===== src/shared/gate_status_pkg.sv =====
// Purpose: Constants and types for the gate driver status registers
// Assumes: 16-bit registers reached by a 7-bit register address
// Notes: How it works is listed below
// How it works
// [RULE1] Six switch overvoltage flags, cleared when read
// [RULE2] Restart clears overvoltage bits 15,11,7,6 only
// [RULE3] Soft reset clears all registers to zero
// [RULE4] Restart keeps measurement fields, clears reserved bits
// [RULE5] Turn-off delay count in bits 13:8
// [RULE6] Turn-on delay count in bits 5:0
// [RULE7] Fall time count in bits 13:8
// [RULE8] Rise time count in bits 5:0
// [RULE9] Measurement reserved bits always read zero
// [RULE10] Overvoltage register sits at address 101_0010
// [RULE11] Bridge 2 delays laid out like bridges 1, 3
package gate_status_pkg;
	localparam int ADDR_W = 7;
	localparam int DATA_W = 16;
	localparam int COUNT_W = 6;
	localparam int FLAG_W = 6;
	localparam int MEAS_N = 6;
	// Scale of one count step, in tenths of a ns
	localparam int STEP_TENTH_NS = 533;
	localparam logic [ADDR_W-1:0] ADDR_OVERVOLTAGE = 7'h52;
	localparam logic [ADDR_W-1:0] ADDR_DELAY1 = 7'h53;
	localparam logic [ADDR_W-1:0] ADDR_DELAY2 = 7'h54;
	localparam logic [ADDR_W-1:0] ADDR_DELAY3 = 7'h55;
	localparam logic [ADDR_W-1:0] ADDR_SLOPE1 = 7'h56;
	localparam logic [ADDR_W-1:0] ADDR_SLOPE2 = 7'h57;
	localparam logic [ADDR_W-1:0] ADDR_SLOPE3 = 7'h58;
	localparam logic [DATA_W-1:0] RESET_VALUE = 16'h0000;
	localparam logic [DATA_W-1:0] OV_RESTART_KEEP = 16'h773f;
	localparam logic [DATA_W-1:0] MEAS_RESTART_KEEP = 16'h3f3f;
	localparam int UPPER_LSB = 8;
	localparam int LOWER_LSB = 0;
	localparam logic [2:0] SEL_NONE = 3'h7;

	typedef struct packed {
		logic [COUNT_W-1:0] upper;
		logic [COUNT_W-1:0] lower;
	} measurement_type;

	function automatic logic [DATA_W-1:0] pack_word(
		input measurement_type m);
		logic [DATA_W-1:0] w;
		w = RESET_VALUE;
		w[UPPER_LSB +: COUNT_W] = m.upper; // RULE5 RULE7
		w[LOWER_LSB +: COUNT_W] = m.lower; // RULE6 RULE8
		return w;
	endfunction

	function automatic measurement_type unpack_word(
		input logic [DATA_W-1:0] w);
		measurement_type m;
		m.upper = w[UPPER_LSB +: COUNT_W];
		m.lower = w[LOWER_LSB +: COUNT_W];
		return m;
	endfunction
endpackage


===== src/hdl/gate_driver_status_regs.sv =====
// Purpose: Overvoltage flags and switching measurement registers
// Assumes: Reads arrive as a one-cycle strobe with address
// Notes: Read data follows one cycle after the strobe
`timescale 1ns/1ps
`default_nettype none
module gate_driver_status_regs
	import gate_status_pkg::*;
#(
	parameter int BRIDGES = 3
)
(
	input wire logic clk,
	input wire logic reset_n,
	input wire logic soft_reset,
	input wire logic restart,
	input wire logic [FLAG_W-1:0] ov_event,
	input wire logic [MEAS_N-1:0] meas_load,
	input wire measurement_type [MEAS_N-1:0] meas_value,
	input wire logic rd_en,
	input wire logic [ADDR_W-1:0] rd_addr,
	output logic [DATA_W-1:0] rd_data,
	output logic rd_valid,
	output logic rd_unmapped,
	output logic [FLAG_W-1:0] ov_flags
);
	// Index 0..2 delay per bridge, 3..5 slope per bridge
	if (BRIDGES != 3) begin : g_bad_bridges
		$error("BRIDGES must be 3 to match the register map");
	end

	function automatic logic [2:0] addr_select(
		input logic [ADDR_W-1:0] a);
		logic [2:0] s;
		case (a)
			ADDR_DELAY1: s = 3'h0;
			ADDR_DELAY2: s = 3'h1; // RULE11
			ADDR_DELAY3: s = 3'h2;
			ADDR_SLOPE1: s = 3'h3;
			ADDR_SLOPE2: s = 3'h4;
			ADDR_SLOPE3: s = 3'h5;
			default: s = SEL_NONE;
		endcase
		return s;
	endfunction

	function automatic logic is_flag_addr(
		input logic [ADDR_W-1:0] a);
		return a == ADDR_OVERVOLTAGE; // RULE10
	endfunction

	measurement_type [MEAS_N-1:0] meas;

	genvar gi;
	for (gi = 0; gi < MEAS_N; gi++) begin : g_meas
		measurement_register u_meas (
			.clk(clk),
			.reset_n(reset_n),
			.soft_reset(soft_reset),
			.restart(restart),
			.load(meas_load[gi]),
			.value(meas_value[gi]),
			.stored(meas[gi])
		);
	end

	// Flag register group
	logic [FLAG_W-1:0] next_ov_flags;
	logic flag_read;
	logic [DATA_W-1:0] flag_word;

	always_comb begin
		flag_read = rd_en && is_flag_addr(rd_addr);
		flag_word = RESET_VALUE;
		flag_word[FLAG_W-1:0] = ov_flags;
		next_ov_flags = ov_flags;
		if (soft_reset) begin
			next_ov_flags = '0; // RULE3
		end else begin
			if (restart) begin
				// Only out-of-range bits are dropped here
				next_ov_flags = ov_flags &
					OV_RESTART_KEEP[FLAG_W-1:0]; // RULE2
			end
			if (flag_read) begin
				next_ov_flags = '0; // RULE1
			end
			// A new event beats the clear of the same cycle
			next_ov_flags = next_ov_flags | ov_event; // RULE1
		end
	end

	always_ff @(posedge clk or negedge reset_n) begin
		if (!reset_n) begin
			ov_flags <= '0;
		end else begin
			ov_flags <= next_ov_flags;
		end
	end

	// Read answer group
	logic [DATA_W-1:0] next_rd_data;
	logic next_rd_valid;
	logic next_rd_unmapped;
	logic [2:0] sel;

	always_comb begin
		sel = addr_select(rd_addr);
		next_rd_data = RESET_VALUE;
		next_rd_valid = rd_en;
		next_rd_unmapped = 1'b0;
		if (rd_en) begin
			if (is_flag_addr(rd_addr)) begin
				next_rd_data = flag_word; // RULE1
			end else if (sel != SEL_NONE) begin
				// Reserved bits come out zero by packing
				next_rd_data = pack_word(meas[sel]); // RULE9
			end else begin
				next_rd_unmapped = 1'b1;
			end
		end
	end

	always_ff @(posedge clk or negedge reset_n) begin
		if (!reset_n) begin
			rd_data <= '0;
			rd_valid <= 1'b0;
			rd_unmapped <= 1'b0;
		end else begin
			rd_data <= next_rd_data;
			rd_valid <= next_rd_valid;
			rd_unmapped <= next_rd_unmapped;
		end
	end

	// Checks
	a_flag_sets: assert property ( // RULE1
		@(posedge clk) disable iff (!reset_n)
		(!soft_reset && ov_event[4]) |=> ov_flags[4])
		else $error("Overvoltage event did not set its flag");

	a_read_clears: assert property ( // RULE1
		@(posedge clk) disable iff (!reset_n)
		(rd_en && rd_addr == ADDR_OVERVOLTAGE && ov_event == '0)
		|=> ov_flags == '0)
		else $error("Flag read did not clear the flags");

	a_read_returns: assert property ( // RULE10
		@(posedge clk) disable iff (!reset_n)
		(rd_en && rd_addr == ADDR_OVERVOLTAGE && !soft_reset)
		|=> rd_valid && rd_data[5:0] == $past(ov_flags)
			&& rd_data[15:6] == 10'h000)
		else $error("Flag read returned wrong data");

	a_restart_keeps: assert property ( // RULE2
		@(posedge clk) disable iff (!reset_n)
		(restart && !soft_reset && !rd_en && ov_event == '0)
		|=> $stable(ov_flags))
		else $error("Restart changed the overvoltage flags");

	a_soft_clears: assert property ( // RULE3
		@(posedge clk) disable iff (!reset_n)
		soft_reset |=> ov_flags == '0 && meas == '0)
		else $error("Soft reset left a register set");

	a_meas_restart: assert property ( // RULE4
		@(posedge clk) disable iff (!reset_n)
		(restart && !soft_reset && meas_load == '0)
		|=> $stable(meas))
		else $error("Restart changed a measurement");

	a_off_delay: assert property ( // RULE5
		@(posedge clk) disable iff (!reset_n)
		(rd_en && rd_addr == ADDR_DELAY1)
		|=> rd_data[13:8] == $past(meas[0].upper))
		else $error("Turn-off delay read wrong");

	a_on_delay: assert property ( // RULE6
		@(posedge clk) disable iff (!reset_n)
		(rd_en && rd_addr == ADDR_DELAY3)
		|=> rd_data[5:0] == $past(meas[2].lower))
		else $error("Turn-on delay read wrong");

	a_fall_time: assert property ( // RULE7
		@(posedge clk) disable iff (!reset_n)
		(rd_en && rd_addr == ADDR_SLOPE2)
		|=> rd_data[13:8] == $past(meas[4].upper))
		else $error("Fall time read wrong");

	a_rise_time: assert property ( // RULE8
		@(posedge clk) disable iff (!reset_n)
		(rd_en && rd_addr == ADDR_SLOPE3)
		|=> rd_data[5:0] == $past(meas[5].lower))
		else $error("Rise time read wrong");

	a_reserved_zero: assert property ( // RULE9
		@(posedge clk) disable iff (!reset_n)
		(rd_en && rd_addr >= ADDR_DELAY1 && rd_addr <= ADDR_SLOPE3)
		|=> rd_data[15:14] == 2'b00 && rd_data[7:6] == 2'b00)
		else $error("Reserved measurement bits not zero");

	a_bridge2_delay: assert property ( // RULE11
		@(posedge clk) disable iff (!reset_n)
		(rd_en && rd_addr == ADDR_DELAY2)
		|=> rd_data == {2'b00, $past(meas[1].upper),
			2'b00, $past(meas[1].lower)})
		else $error("Bridge 2 delay layout wrong");

	a_load_reads: assert property ( // RULE5
		@(posedge clk) disable iff (!reset_n)
		(meas_load[0] && !soft_reset) ##1
		(rd_en && rd_addr == ADDR_DELAY1 && meas_load == '0)
		|=> rd_data[13:8] == $past(meas_value[0].upper, 2))
		else $error("Loaded delay not read back");

	// Flag side: set wins over the clear of the same cycle
	a_set_beats_clear: assert property ( // RULE1
		@(posedge clk) disable iff (!reset_n)
		(rd_en && is_flag_addr(rd_addr) && !soft_reset && ov_event != '0)
		|=> ov_flags == $past(ov_event))
		else $error("Event lost to a flag read clear");

	a_flags_hold: assert property ( // RULE1
		@(posedge clk) disable iff (!reset_n)
		(!soft_reset && !(rd_en && is_flag_addr(rd_addr))
			&& ov_event == '0) |=> $stable(ov_flags))
		else $error("Flags changed with no event or read");

	a_restart_flags: assert property ( // RULE2
		@(posedge clk) disable iff (!reset_n)
		(restart && !soft_reset && !(rd_en && is_flag_addr(rd_addr)))
		|=> ov_flags == ($past(ov_flags) | $past(ov_event)))
		else $error("Restart dropped a flag or an event");

	a_soft_beats_event: assert property ( // RULE3
		@(posedge clk) disable iff (!reset_n)
		(soft_reset && ov_event != '0) |=> ov_flags == '0)
		else $error("Event survived a soft reset");

	// Every index checked, so a miswired load strobe shows up
	for (gi = 0; gi < MEAS_N; gi++) begin : g_load_check
		a_load_stores: assert property ( // RULE11
			@(posedge clk) disable iff (!reset_n)
			(meas_load[gi] && !soft_reset)
			|=> meas[gi] == $past(meas_value[gi]))
			else $error("Measurement load not stored");
	end

	a_read_answers: assert property ( // RULE10
		@(posedge clk) disable iff (!reset_n)
		rd_en |=> rd_valid)
		else $error("Read strobe got no answer");

	a_idle_quiet: assert property ( // RULE9
		@(posedge clk) disable iff (!reset_n)
		!rd_en |=> !rd_valid && !rd_unmapped && rd_data == RESET_VALUE)
		else $error("Read port active with no read");

	a_unmapped_zero: assert property ( // RULE10
		@(posedge clk) disable iff (!reset_n)
		(rd_en && !is_flag_addr(rd_addr) && addr_select(rd_addr) == SEL_NONE)
		|=> rd_unmapped && rd_data == RESET_VALUE)
		else $error("Unmapped read not refused");

	a_mapped_known: assert property ( // RULE10
		@(posedge clk) disable iff (!reset_n)
		(rd_en && (is_flag_addr(rd_addr) || addr_select(rd_addr) != SEL_NONE))
		|=> !rd_unmapped)
		else $error("Mapped read flagged as unmapped");

	a_delay1_layout: assert property ( // RULE5
		@(posedge clk) disable iff (!reset_n)
		(rd_en && rd_addr == ADDR_DELAY1)
		|=> rd_data == {2'b00, $past(meas[0].upper),
			2'b00, $past(meas[0].lower)})
		else $error("Bridge 1 delay layout wrong");

	a_on_delay1: assert property ( // RULE6
		@(posedge clk) disable iff (!reset_n)
		(rd_en && rd_addr == ADDR_DELAY1)
		|=> rd_data[5:0] == $past(meas[0].lower))
		else $error("Bridge 1 turn-on delay read wrong");

	a_off_delay3: assert property ( // RULE5
		@(posedge clk) disable iff (!reset_n)
		(rd_en && rd_addr == ADDR_DELAY3)
		|=> rd_data[13:8] == $past(meas[2].upper))
		else $error("Bridge 3 turn-off delay read wrong");

	a_fall_time1: assert property ( // RULE7
		@(posedge clk) disable iff (!reset_n)
		(rd_en && rd_addr == ADDR_SLOPE1)
		|=> rd_data[13:8] == $past(meas[3].upper))
		else $error("Bridge 1 fall time read wrong");

	a_rise_time1: assert property ( // RULE8
		@(posedge clk) disable iff (!reset_n)
		(rd_en && rd_addr == ADDR_SLOPE1)
		|=> rd_data[5:0] == $past(meas[3].lower))
		else $error("Bridge 1 rise time read wrong");

	a_rise_time2: assert property ( // RULE8
		@(posedge clk) disable iff (!reset_n)
		(rd_en && rd_addr == ADDR_SLOPE2)
		|=> rd_data[5:0] == $past(meas[4].lower))
		else $error("Bridge 2 rise time read wrong");

	a_fall_time3: assert property ( // RULE7
		@(posedge clk) disable iff (!reset_n)
		(rd_en && rd_addr == ADDR_SLOPE3)
		|=> rd_data[13:8] == $past(meas[5].upper))
		else $error("Bridge 3 fall time read wrong");
endmodule
`default_nettype wire


===== src/hdl/measurement_register.sv =====
// Purpose: One read-only measurement register with two count fields
// Assumes: Load, restart and soft reset are synchronous pulses
// Notes: Soft reset has priority over load and restart
`timescale 1ns/1ps
`default_nettype none
module measurement_register
	import gate_status_pkg::*;
(
	input wire logic clk,
	input wire logic reset_n,
	input wire logic soft_reset,
	input wire logic restart,
	input wire logic load,
	input wire measurement_type value,
	output measurement_type stored
);
	measurement_type next_stored;

	always_comb begin
		next_stored = stored;
		if (soft_reset) begin
			next_stored = unpack_word(RESET_VALUE); // RULE3
		end else if (load) begin
			next_stored = value;
		end else if (restart) begin
			// Fields survive, reserved bits are never stored
			next_stored = unpack_word(pack_word(stored) &
				MEAS_RESTART_KEEP); // RULE4
		end
	end

	always_ff @(posedge clk or negedge reset_n) begin
		if (!reset_n) begin
			stored <= '0;
		end else begin
			stored <= next_stored;
		end
	end
endmodule
`default_nettype wire


===== config.mk =====
export PLATFORM = sky130hd
export DESIGN_NAME = gate_driver_status_regs
export DESIGN_NICKNAME = d
export VERILOG_FILES = /design/src/shared/gate_status_pkg.sv /design/src/hdl/gate_driver_status_regs.sv /design/src/hdl/measurement_register.sv
export SDC_FILE = /design/constraint.sdc
export NUM_CORES = 1
export LEC_CHECK = 0
export BUFFER_PORTS_ARGS = -buffer_cell sky130_fd_sc_hd__buf_2
export CORE_ASPECT_RATIO = 0.9
export CORE_UTILIZATION = 36
export DETAILED_ROUTE_END_ITERATION = 7
export HOLD_SLACK_MARGIN = 0.15
export SLEW_MARGIN = 10
export SYNTH_ARGS = -nofsm -noshare
export SYNTH_HDL_FRONTEND = slang
export SYNTH_SLANG_ARGS = --single-unit

===== constraint.sdc =====
create_clock -name clk -period 2.8 [get_ports clk]
set_clock_uncertainty 0.1 [all_clocks]
set_input_delay 0.56 -clock clk [delete_from_list [all_inputs] [get_ports clk]]
set_output_delay 0.56 -clock clk [all_outputs]
set_load 0.05 [all_outputs]

==> key figures <==
Pwr
  – Sequential share of power: 47.1%
  – Sw Share: 26.3%
  – Internal cell power: 2.25 mW
  – VDD IR-drop max: about 0.00029 V
  – Total power: 3.05 mW
  – Clock power frac: about two fifths
  – Combinational power share: 13.7%
  – Leak pwr: 2.72 nW
  – Sw power: 802 uW
  – Power density over the cells: 559 mW/mm2

Setup path
  – Critical path arrival: 2.10 ns
  – R2R cell count: 3
  – Crit-path cells: buf_2, and2_1, nand2_1, a21o_1, o32ai_1
  – Crit path max fanout: 13
  – Crit path max-delay family: simple AND/OR/NAND/NOR gates
  – Worst path slowest cell: and2_1
  – WP buf/inv: 1
  – Setup crit end kind: flip-flop
  – Number of cells on the critical path: 5
  – Reg-to-reg endpoint: rd_data[9]
  – Worst Setup Start Kind: primary input
  – Setup CP Type: primary input to flip-flop
  – CP Data Required Time: about 2.9 ns
  – Reg-to-reg startpoint: g_meas[1].u_meas.stored[7]
  – CP peak stage delay: 0.36 ns
  – Reg2Reg Setup Slack: about 1.5 ns

Synth
  – Mux contribution to synthesized area: between 10% and 20%
  – Syn Inst Count: 414
  – Largest cells by area after synthesis: dfrtp_1, mux2i_1, nor2_1, a21oi_1, nand3b_1
  – Top cells by count, synth: dfrtp_1, nor2_1, mux2i_1
  – Post-Syn Area: 0.00448 mm2
  – Top-count cell post-synth: dfrtp_1
  – Yosys cell types: 45
  – Synth Area in Simple Gates: 12.8%
  – Top cell type's share of synthesized area: 51.4%
  – Synth Warn #: 0
  – Register area share after synthesis: 51.4%
  – XOR/XNOR Fraction of Synth Area: 0.810%
  – Flops & latches, synth: 92
  – Synth Area in Adders: 0%
  – Ys flop type: dfrtp_1
  – Number of synthesized flops with an enable pin: 0
  – Synth area leader: dfrtp_1
  – Async S/R FF share, synth: 100%
  – Mapped Avg Cell Area: about 11 um2
  – Compound-gate portion of the synthesized area: 14.1%
  – Largest family of logic cells by synthesized area: multiplexers

Run
  – Max_cap viols: 0

Hold path
  – WHS Endpoint: rd_valid
  – Hold Path Origin: rd_en
  – Hold Crit Class: primary input to flip-flop
  – Worst hold path depth: 1

Die
  – Die Wd: 120 um
  – Initial Util: between 30% and 40%
  – Floorplan core area: 0.0121 mm2
  – IO Count: 120
  – Cell row count: 38
  – Die ar.: 0.0129 mm2
  – Chip Height: 108 um

Clock tree
  – Clock slew at reported path FFs: 0.06 ns
  – Clock Latency Late Sink: 0.34 ns
  – Post-CTS Setup Inserts: 0
  – CTS tree: yes
  – H-tree lvl count: 3
  – Number of buffers created by CTS: 9
  – Clock tree buffer depth: 2
  – Clock sinks: 92
  – Post_cts resized: 0
  – Clock Tree Root: clkbuf_16

STA
  – Fmax: 507 MHz
  – RSZ-0062 raised after global routing: no
  – Final setup vio count: 0
  – Slew HR: 61.0%
  – Fin. Hold Viols: 0
  – Worst Tran Pin Value: slightly below 0.6 ns
  – Fin Setup TNS: 0 ns
  – Post-layout min period: 1.97 ns
  – Pins Over Slew Limit: 0
  – Period utilization: 70.5%

Final layout
  – Fin util: 45.2%
  – # diodes: 0
  – Final cell count without fillers: a little under 700
  – Layout Nets: 613
  – P&R area growth vs syn: 21.9%
  – Ratio of cells with drive above 1 in the final layout: 27.0%

Placement
  – Number of port buffers: 114
  – Placed cells: 665
  – GP Congestion: 0.793
  – Post-DP HPWL: 8820 um

Route
  – Drt wl/cell: approximately 17 um
  – Vias post-DR: 3593
  – Detailed Routing Iterations Pass 1: 5
  – Final antenna-violating net count: 0
  – DRT Wirelength: approximately 12000 um
  – Via density: 5.27
  – DRC: 0
  – DRT iter0 DRCs: around 200

Global routing
  – Initial antenna violation count: 0
  – Total GRT Usage: 19.3%
  – GR Util met1: 26.5%
  – Grt ovf: 0
  – Met3 Use GR: 4.29%
  – Grt met2 use: a little under a third
  – Vias in the first global route: 3540
  – Largest net degree at the start of global routing: 52
  – First-pass GRT wire length: 18800 um
  – Grt peak-use layer: met2

Status
  – Status: complete, no violations
[worst max-delay path by stage]
stage	from	endpoint
after CTS	rd_addr[0]	rd_data[2]
final	rd_addr[0]	rd_data[2]
after floorplan	rd_addr[3]	rd_data[10]
after global routing	rd_addr[0]	rd_data[1]
after global placement	rd_addr[0]	rd_data[8]
after detailed placement	rd_addr[0]	rd_data[2]
[per-stage QoR]
stage / instance area [um2] / hold WS (ns) / setup WS [ns]
floorplan: 4490 / 0.164 / 1.01
detailed placement: 5160 / 0.383 / 0.543
global route: 5460 / 0.274 / 0.741
finish: 5460 / 0.275 / 0.826
global placement: 5160 / 0.380 / 0.605
CTS: 5460 / 0.259 / 0.877
[placed cells by master, fill, tap and decap left out, types with 2 or more instances in the layout]
| master | instances |
|---|---|
| buf_2 | 113 |
| dfrtp_1 | 92 |
| nor2_1 | 82 |
| mux2i_1 | 72 |
| a21oi_1 | 19 |
| inv_1 | 12 |
| clkbuf_16 | 9 |
| and2_1 | 8 |
| o21ai_0 | 7 |
| nand3b_1 | 7 |
| nand2_1 | 6 |
| a221oi_1 | 6 |
| o221ai_1 | 6 |
| o31ai_1 | 6 |
| o22ai_1 | 6 |
| o211ai_1 | 6 |
| o2111ai_1 | 6 |
| a22o_1 | 6 |
| a22oi_1 | 6 |
| o32ai_1 | 6 |
| conb_1 | 4 |
| buf_4 | 4 |
| nor2b_1 | 2 |
| and3b_1 | 2 |
| nand2b_1 | 2 |
| clkinvlp_4 | 2 |
| clkinv_2 | 2 |
| buf_12 | 2 |
[final cells by class]
| class | instances | area [um2] |
|---|---|---|
| Multi-Input combinational cell | 281 | 1970 |
| Fill cell | 1189 | 6610 |
| Tap cell | 160 | 200 |
| Clock inverter | 6 | 63.8 |
| Inverter | 13 | 48.8 |
| Timing Repair Buffer | 120 | 646 |
| Sequential cell | 92 | 2300 |
| Clock buffer | 10 | 229 |
[logic make-up after synthesis]
group	Yosys count
AO/OA/AOI/OAI	85
XOR/XNOR	2
buffers and inverters	44
flip-flops	92
multiplexers	72
other	1
AND/OR/NAND/NOR	118
[registers in the layout, indices dropped and copies added (netlist names)]
register,flops
g_meas.u_meas.stored,72
ov_flags,6
rd_data,12
rd_unmapped,1
rd_valid,1
[per-layer routing]
layer / share of wire [%] / vias to the layer above
met5: 0 / -
met4: 1.2 / 0
met3: 5.7 / 11
met2: 46 / 133
met1: 47 / 1769
li1: - / 1680
[power groups by stage]
stage                     combinational [mW]  sequential, mW  clock (mW)
after floorplan                        0.234            1.48           0
after global placement                 0.408            1.46           0
after detailed placement               0.418            1.46           0
after CTS                              0.421            1.44        1.23
after global routing                   0.460            1.44        1.28
final                                  0.418            1.44        1.20
[timing repair]
item,CTS,global route
endpoints found under the setup margin,0,0
hold buffers,1,0
endpoints found under the hold margin,23,0
No activity file was read; power rests on OpenSTA's default activity.
